File: config.mk
export PLATFORM = sky130hd
export DESIGN_NAME = bytio_host_flat
export DESIGN_NICKNAME = d
export VERILOG_FILES = /design/src/core/bytio_pkg.sv /design/src/core/bytio_if.sv /design/src/core/bytio_host.sv /design/src/flat_wrapper.sv
export SDC_FILE = /design/constraint.sdc
export NUM_CORES = 1
export LEC_CHECK = 0
export BUFFER_PORTS_ARGS = -buffer_cell sky130_fd_sc_hd__clkbuf_2
export CAP_MARGIN = 0
export CORE_ASPECT_RATIO = 1.5
export CORE_MARGIN = 3
export CORE_UTILIZATION = 40
export CTS_BUF_LIST = sky130_fd_sc_hd__clkbuf_16
export DETAILED_ROUTE_END_ITERATION = 10
export HOLD_SLACK_MARGIN = 0.06
export PLACE_DENSITY = 0.69
export SLEW_MARGIN = 20
export SYNTH_ARGS = -nofsm -noshare
export SYNTH_HDL_FRONTEND = slang
export SYNTH_SLANG_ARGS = --single-unit
export TNS_END_PERCENT = 5
File: constraint.sdc
create_clock -name sys_clk -period 4.5 [get_ports sys_clk]
set_clock_uncertainty 0.2 [all_clocks]
set_input_delay 0.9 -clock sys_clk [delete_from_list [all_inputs] [get_ports sys_clk]]
set_output_delay 0.9 -clock sys_clk [all_outputs]
set_load 0.03 [all_outputs]
File: src/core/bytio_pkg.sv
// Shared constants and types for the byte port and its host end
`default_nettype none
package bytio_pkg;
  localparam int unsigned BYTIO_WIDTH = 8;
  localparam logic        BYTIO_MODE_INPUT  = 1'b0;
  localparam logic        BYTIO_MODE_OUTPUT = 1'b1;
  localparam logic [7:0]  BYTIO_CLEAR_VALUE = 8'h00;
  // Host sequencer lengths in system clock cycles
  localparam int unsigned BYTIO_STROBE_CYCLES = 4;
  localparam int unsigned BYTIO_SELECT_CYCLES = 4;
  localparam int unsigned BYTIO_CNT_W         = 3;
  // Host sequencer states, Gray coded in the order listed
  typedef enum logic [2:0] {
    BYTIO_IDLE   = 3'b000,
    BYTIO_EARLY  = 3'b001,
    BYTIO_SELECT = 3'b011,
    BYTIO_PULSE  = 3'b010,
    BYTIO_TAKE   = 3'b110,
    BYTIO_DONE   = 3'b111
  } bytio_state_e;
endpackage
`default_nettype wire

File: src/core/bytio_if.sv
// Pin-level interface joining the port and its host or peripheral end
`default_nettype none
interface bytio_if;
  logic       mode;
  logic       select_one;
  logic       select_two;
  logic       latch_enable;
  logic       clear_n;
  logic [7:0] port_in_bits;
  logic [7:0] port_out_bits;
  logic       port_out_en;
  logic       service_request;
  modport port (
    input  mode, select_one, select_two, latch_enable, clear_n,
           port_in_bits,
    output port_out_bits, port_out_en, service_request
  );
  modport host (
    output mode, select_one, select_two, latch_enable, clear_n,
           port_in_bits,
    input  port_out_bits, port_out_en, service_request
  );
endinterface
`default_nettype wire

File: src/core/bytio_host.sv
// Host end: drives mode, selects, clock and data; reads back bytes
`default_nettype none
module bytio_host
  import bytio_pkg::*;
#(
  parameter logic MODE = BYTIO_MODE_INPUT
) (
  // System
  input  wire logic       sys_clk,
  input  wire logic       sys_rst,
  // User side
  input  wire logic       user_go,
  input  wire logic [7:0] user_wdata,
  output logic            user_busy,
  output logic [7:0]      user_rdata,
  output logic            user_rvalid,
  output logic            user_clear_n,
  // Pins
  bytio_if.host           pins
);
  bytio_state_e st_q, st_d;
  logic [BYTIO_CNT_W-1:0] cnt_q, cnt_d;
  logic [7:0] wd_q, wd_d, rd_q, rd_d;
  logic       rv_q, rv_d;

  // Sequencer: input mode polls request, output mode writes
  always_comb
  begin
    st_d  = st_q;
    cnt_d = cnt_q;
    wd_d  = wd_q;
    rd_d  = rd_q;
    rv_d  = 1'b0;
    case (st_q)
      BYTIO_IDLE:
        if (MODE == BYTIO_MODE_INPUT && !pins.service_request)
          st_d = BYTIO_EARLY;
        else if (user_go)
        begin
          // Input mode: act as the peripheral and strobe the byte in
          wd_d  = user_wdata;
          cnt_d = '0;
          st_d  = (MODE == BYTIO_MODE_INPUT) ? BYTIO_PULSE : BYTIO_EARLY;
        end
      BYTIO_EARLY:
      begin
        cnt_d = '0;
        st_d  = BYTIO_SELECT;
      end
      BYTIO_SELECT:
      begin
        cnt_d = cnt_q + 1'b1;
        if (cnt_q == BYTIO_CNT_W'(BYTIO_SELECT_CYCLES - 1))
        begin
          cnt_d = '0;
          st_d  = (MODE == BYTIO_MODE_INPUT) ? BYTIO_TAKE : BYTIO_PULSE;
        end
      end
      BYTIO_PULSE:
      begin
        cnt_d = cnt_q + 1'b1;
        if (cnt_q == BYTIO_CNT_W'(BYTIO_STROBE_CYCLES - 1))
        begin
          cnt_d = '0;
          st_d  = BYTIO_DONE;
        end
      end
      BYTIO_TAKE:
      begin
        rd_d = pins.port_out_bits;
        rv_d = 1'b1;
        st_d = BYTIO_DONE;
      end
      BYTIO_DONE:
        st_d = BYTIO_IDLE;
      default:
        st_d = BYTIO_IDLE;
    endcase
  end

  always_ff @(posedge sys_clk)
  begin
    if (sys_rst)
    begin
      st_q  <= BYTIO_IDLE;
      cnt_q <= '0;
      wd_q  <= 8'h00;
      rd_q  <= 8'h00;
      rv_q  <= 1'b0;
    end
    else
    begin
      st_q  <= st_d;
      cnt_q <= cnt_d;
      wd_q  <= wd_d;
      rd_q  <= rd_d;
      rv_q  <= rv_d;
    end
  end

  // Pin drive decoded from state; selects only after the early step
  assign pins.mode         = MODE;
  assign pins.select_one   = (MODE == BYTIO_MODE_INPUT) &&
                             (st_q == BYTIO_SELECT || st_q == BYTIO_TAKE);
  // Output mode keeps the select one cycle past the strobe fall
  assign pins.select_two   = (st_q == BYTIO_SELECT || st_q == BYTIO_TAKE)
                             || ((MODE == BYTIO_MODE_OUTPUT) &&
                                 (st_q == BYTIO_PULSE ||
                                  st_q == BYTIO_DONE));
  assign pins.latch_enable = (st_q == BYTIO_PULSE);
  assign pins.clear_n      = user_clear_n;
  assign pins.port_in_bits = wd_q;
  assign user_busy         = (st_q != BYTIO_IDLE);
  assign user_rdata        = rd_q;
  assign user_rvalid       = rv_q;
  assign user_clear_n      = 1'b1;
endmodule
`default_nettype wire

File: src/flat_wrapper.sv
// flat-port wrapper written by rule: the top's interface ports become plain ports
module bytio_host_flat import bytio_pkg::*;
#(
  parameter logic MODE = BYTIO_MODE_INPUT
)
  (sys_clk, sys_rst, user_go, user_wdata, user_busy, user_rdata, user_rvalid, user_clear_n, pins_mode, pins_select_one, pins_select_two, pins_latch_enable, pins_clear_n, pins_port_in_bits, pins_port_out_bits, pins_port_out_en, pins_service_request);
  bytio_if pins_i ();
  input  wire logic sys_clk;
  input  wire logic sys_rst;
  input  wire logic user_go;
  input  wire logic [7:0] user_wdata;
  output logic user_busy;
  output logic [7:0] user_rdata;
  output logic user_rvalid;
  output logic user_clear_n;
  output wire logic [$bits(pins_i.mode)-1:0] pins_mode;
  output wire logic [$bits(pins_i.select_one)-1:0] pins_select_one;
  output wire logic [$bits(pins_i.select_two)-1:0] pins_select_two;
  output wire logic [$bits(pins_i.latch_enable)-1:0] pins_latch_enable;
  output wire logic [$bits(pins_i.clear_n)-1:0] pins_clear_n;
  output wire logic [$bits(pins_i.port_in_bits)-1:0] pins_port_in_bits;
  input wire logic [$bits(pins_i.port_out_bits)-1:0] pins_port_out_bits;
  input wire logic [$bits(pins_i.port_out_en)-1:0] pins_port_out_en;
  input wire logic [$bits(pins_i.service_request)-1:0] pins_service_request;
  assign pins_mode = pins_i.mode;
  assign pins_select_one = pins_i.select_one;
  assign pins_select_two = pins_i.select_two;
  assign pins_latch_enable = pins_i.latch_enable;
  assign pins_clear_n = pins_i.clear_n;
  assign pins_port_in_bits = pins_i.port_in_bits;
  assign pins_i.port_out_bits = pins_port_out_bits;
  assign pins_i.port_out_en = pins_port_out_en;
  assign pins_i.service_request = pins_service_request;
  bytio_host #(.MODE(MODE)) u_core (.sys_clk(sys_clk), .sys_rst(sys_rst), .user_go(user_go), .user_wdata(user_wdata), .user_busy(user_busy), .user_rdata(user_rdata), .user_rvalid(user_rvalid), .user_clear_n(user_clear_n), .pins(pins_i));
endmodule
Word level (Yosys, flattened, before mapping)
Index checks and enable logic that the tools add are counted.
{"block": "totals", "inputBits": 21, "reg_bits": 23}
{"block": "classes", "n_addsub": 1, "reduce_logical": 8, "eq_ne": 10, "muxes": 10}
{"cell": "2-to-1 mux 3 bit", "count": 7}
{"cell": "case mux 3 bit (5 select lines)", "count": 1}
{"cell": "equality test 3 x 2 -> 1 bit, second input constant", "count": 3}
{"cell": "case mux 3 bit (3 select lines)", "count": 1}
{"cell": "AND reduction 3 bit", "count": 3}
{"cell": "nonzero test 3 bit", "count": 2}
{"cell": "!= test 2 x 1 -> 1 bit, second input constant", "count": 2}
{"cell": "!= test 2 bit, second input constant", "count": 2}
{"cell": "adder 3 x 1 -> 3 bit, second input constant", "count": 1}
{"cell": "equality test 3 x 1 -> 1 bit, second input constant", "count": 1}
{"cell": "equality test 3 bit, second input constant", "count": 1}
{"cell": "zero test 3 bit", "count": 1}
{"cell": "!= test 3 bit, second input constant", "count": 1}
{"cell": "OR reduction 2 bit", "count": 1}
{"cell": "logical OR 1 bit", "count": 1}
{"cell": "2-to-1 mux 1 bit", "count": 1}

Logic depth before layout (Yosys ltp)
{"block": "depth", "word_depth": 4, "mapped_depth": 5, "ltp_nobuf": 4}

Worst setup path after synthesis
Ideal clock, no wire load.
{"block": "synth_path", "path_kind": "register -> output", "start": "register u_core.st_q[2]", "end": "output pins_select_two", "path_stages_with_launch": 5, "slack_ns": 2.206, "path_buffers": 2, "arrival_time_ns": 1.194, "cell_sequence": "dfxtp_1 buf_2 xor2_1 and2_1 buf_4"}
{"block": "synth_between", "elab_chain_cells": 2, "elab_cells_between_ends": 3, "classes_between": "eq/ne: 2; reduce/logical: 1"}
{"item": "from (decl)", "line": "bytio_host.sv:21", "text": "bytio_state_e st_q, st_d;"}
{"item": "from (signal assigned)", "line": "bytio_host.sv:93", "text": "st_q <= st_d;"}
{"item": "equality test 3 x 2 -> 1 bit or equality test 3 bit (tied branches)"}
{"item": "logical OR 1 bit (*)"}
{"item": "to (decl)", "line": "flat_wrapper.sv:18", "text": "output wire logic [$bits(pins_i.select_two)-1:0] pins_select_two;"}
Every way passes the cells marked *; elsewhere a longest branch is shown, timed or not.

Final worst setup path
{"block": "layout_path", "start": "register u_core.st_q[2]", "end": "output pins_select_one"}
{"block": "layout_between", "elab_chain_cells": 2, "elab_cells_between_ends": 3, "classes_between": "eq/ne: 2; reduce/logical: 1"}
{"item": "equality test 3 x 2 -> 1 bit or equality test 3 bit (tied branches)", "line": "bytio_host.sv:104", "text": "(st_q == BYTIO_SELECT || st_q == BYTIO_TAKE);"}
{"item": "logical OR 1 bit (*)", "line": "bytio_host.sv:104"}
{"item": "to (decl)", "line": "flat_wrapper.sv:17", "text": "output wire logic [$bits(pins_i.select_one)-1:0] pins_select_one;"}
Marked as above.

==> results.py <==
metrics = {
    "clock_tree": {
        "clk_latency_ns": 0.25,
        "cts_root_buf": "clkbuf_16",
        "h-tree-depth": 1,
        "ctsResizeCount": 0,
        "postCtsSetupBuffers": 0,
        "cts_tree": "done",
        "path_clk_slew_ns": 0.06,
        "cts_buffers": 3,
        "clockBufferDepth": 2,
        "clock_sinks": 23,
        "cts_hold_buf": 0,
    },
    "cells_and_area": {
        "final_util": 0.525,
        "stdcell_area_sq_mm": 0.00130,
        "syn2layout_area_growth_pct": 24.6,
        "layout-drive-gt1-share": 0.329,
        "layout_common_cells": "clkbuf_2 (40), dfxtp_1 (23), nand2b_1 (17), mux2i_1 (17), nor2_1 (11)",
        "diodes": 0,
        "layout_commonest_cell": "clkbuf_2",
        "fin_nets": 166,
    },
    "sta": {
        "worstMarginPinSlew_ns": 0.546,
        "fmax_mhz": 413,
        "finalSetupTns_ns": 0,
        "slew_headroom": 0.635,
        "rsz0062_at_grt": "no",
        "finalCritPeriodShare": 0.539,
        "setup_ws_ns": 2.08,
        "fin_crit_ns": 2.42,
        "hold_violations": 0,
        "setup_viol": 0,
        "slew_viol_final": 0,
    },
    "critical_path": {
        "cpMaxStageDelayCell": "dfxtp_1",
        "crit_type": "reg -> out",
        "cp-start-kind": "register",
        "max_stage_delay_ns": 0.56,
        "arrival_ns": 1.32,
        "regToRegSetupSlack_ns": 2.79,
        "crit_buf_inv": 1,
        "cp_cell_sequence": "xor2_1, and2_1, clkbuf_2",
        "cp-end-kind": "output port",
        "cp_max_fo": 13,
        "crit_family": "flip-flops",
        "worst_ep_required_time_ns": 3.40,
    },
    "floorplanning": {
        "io_pins": 45,
        "start_util": 0.421,
        "dieArea_sq_mm": 0.00327,
        "die_x_microns": 47.7,
        "design.core.area_sq_mm": 0.00248,
        "num_rows": 22,
        "die_h_microns": 68.6,
    },
    "placed_design": {
        "gp_congestion": 0.764,
        "pre_cts_ws_ns": 2.34,
        "dp_hpwl_microns": 1410,
        "port_buffers": 40,
        "place_area_sq_mm": 0.00122,
    },
    "global_route": {
        "gr-total-overflow": 0,
        "grt_pass1_vias": 699,
        "grt_max_degree": 32,
        "grt_util_all_layers": 0.124,
        "grt_pass1_wl_microns": 2950,
        "antenna_found_initial": 0,
    },
    "pwr": {
        "p_sw_frac": 0.237,
        "power_frac_comb": 0.139,
        "p_per_area_mw_per_mm2": 358,
        "pwr-share-seq": 0.465,
        "clkPwrFrac": 0.395,
        "p_int_uw": 355,
        "switchingPower_uw": 110,
        "vdd_ir_drop_max_mv": 0.242,
        "power.leakage_nw": 0.658,
    },
    "synth": {
        "syn_inst": 108,
        "ys.flop_type": "dfxtp_1",
        "ys_async_sr_fraction": 0,
        "synth_area_per_cell_sq_um": 9.66,
        "yosysSeqAreaShare": 0.441,
        "post_synth_num_cell_types": 28,
        "synth_edf_count": 0,
        "synth_seq_cells": 23,
        "netlist_area_sq_mm": 0.00104,
        "yosysWarnings": 0,
    },
    "detailed_routing": {
        "first_pass_iters": 3,
        "drt_first_iter_violations": 11,
        "routed_wl_microns": 1830,
        "vias": 801,
        "wl_per_cell_microns": 10.9,
        "drc_errors": 0,
        "ant_nets": 0,
        "viasPerCell": 4.80,
    },
    "run": {
        "cap_violations": 0,
    },
    "outcome": {
        "outcome": "complete, no violations",
    },
    "worst_hold_path": {
        "hold_class": "reg -> reg",
    },
}
stage by stage:
stage / hold WS, ns / cells / power, mW
floorplan: 0.253 / 109 / 0.271
global placement: 0.260 / 163 / 0.285
detailed placement: 0.264 / 163 / 0.287
CTS: 0.279 / 167 / 0.473
global route: 0.294 / 167 / 0.486
finish: 0.277 / 167 / 0.466
kinds of logic after synthesis:
| kind of cell | share of synthesized area |
|---|---|
| multiplexers | 0.163 |
| adder cells (fa/ha/maj) | 0.0120 |
| flip-flops | 0.441 |
| buffers and inverters | 0.0611 |
| XOR/XNOR | 0.00839 |
| AND/OR/NAND/NOR | 0.247 |
| AO/OA/AOI/OAI | 0.0600 |
| other | 0.00720 |
synthesized netlist by cell type (2+ instances only):
cell type / number / share of area
dfxtp_1: 23 / 0.44
nor2_1: 11 / 0.040
nor3b_1: 2 / 0.014
conb_1: 2 / 0.0072
o21a_1: 2 / 0.014
nand3b_1: 2 / 0.014
mux2i_1: 17 / 0.16
clkbuf_1: 3 / 0.011
buf_2: 3 / 0.014
nand2b_1: 17 / 0.10
inv_1: 2 / 0.0072
buf_4: 4 / 0.029
a21oi_1: 3 / 0.014
o21ai_0: 2 / 0.0096
nor2b_1: 2 / 0.012
state kept, by name (all words and copies together), names as in the netlist:
register                  flops
u_core.user_rdata             8
u_core.user_rvalid            1
u_core.pins.port_in_bits      8
u_core.st_q                   3
u_core.cnt_q                  3
final timing paths:
check	from	to	depth (start not counted)
hold / removal	u_core.pins.port_in_bits[5]$_SDFFE_PP0P_	u_core.pins.port_in_bits[5]$_SDFFE_PP0P_	2
setup reg to reg	u_core.st_q[2]$_SDFFE_PP0P_	u_core.user_rdata[1]$_SDFFE_PP0P_	3
hold reg to reg	u_core.pins.port_in_bits[5]$_SDFFE_PP0P_	u_core.pins.port_in_bits[5]$_SDFFE_PP0P_	2
setup / recovery	u_core.st_q[2]$_SDFFE_PP0P_	pins_select_one	3
layout make-up:
cell class	count	area, sq um
fill	246	1180
multi-input combinational	74	523
sequential	23	460
timing repair buffer	40	200
clock buffer	3	75.1
tap	24	30.0
inverter	2	7.51
clock inverter	1	3.75
power by group through the flow:
stage | registers (mW) | logic [mW] | clock network [mW]
floorplan | 0.225 | 0.0458 | 0
global placement | 0.221 | 0.0641 | 0
detailed placement | 0.221 | 0.0658 | 0
CTS | 0.217 | 0.0661 | 0.190
global route | 0.218 | 0.0713 | 0.197
finish | 0.217 | 0.0649 | 0.184
layer usage:
metal | part of all wire | GRT usage | vias up
met5 | 0 | 0 | -
met4 | 0.012 | 0.0707 | 0
met3 | 0.048 | 0.0260 | 2
met2 | 0.50 | 0.187 | 19
met1 | 0.44 | 0.159 | 360
li1 | - | - | 420
tightest hold or removal path, cell delays in order, from the launching register on:
cell,delay (ns)
dfxtp_1,0.31
nand2b_1,0.06
mux2i_1,0.05
Note: power is estimated with default switching activity, not from simulation.
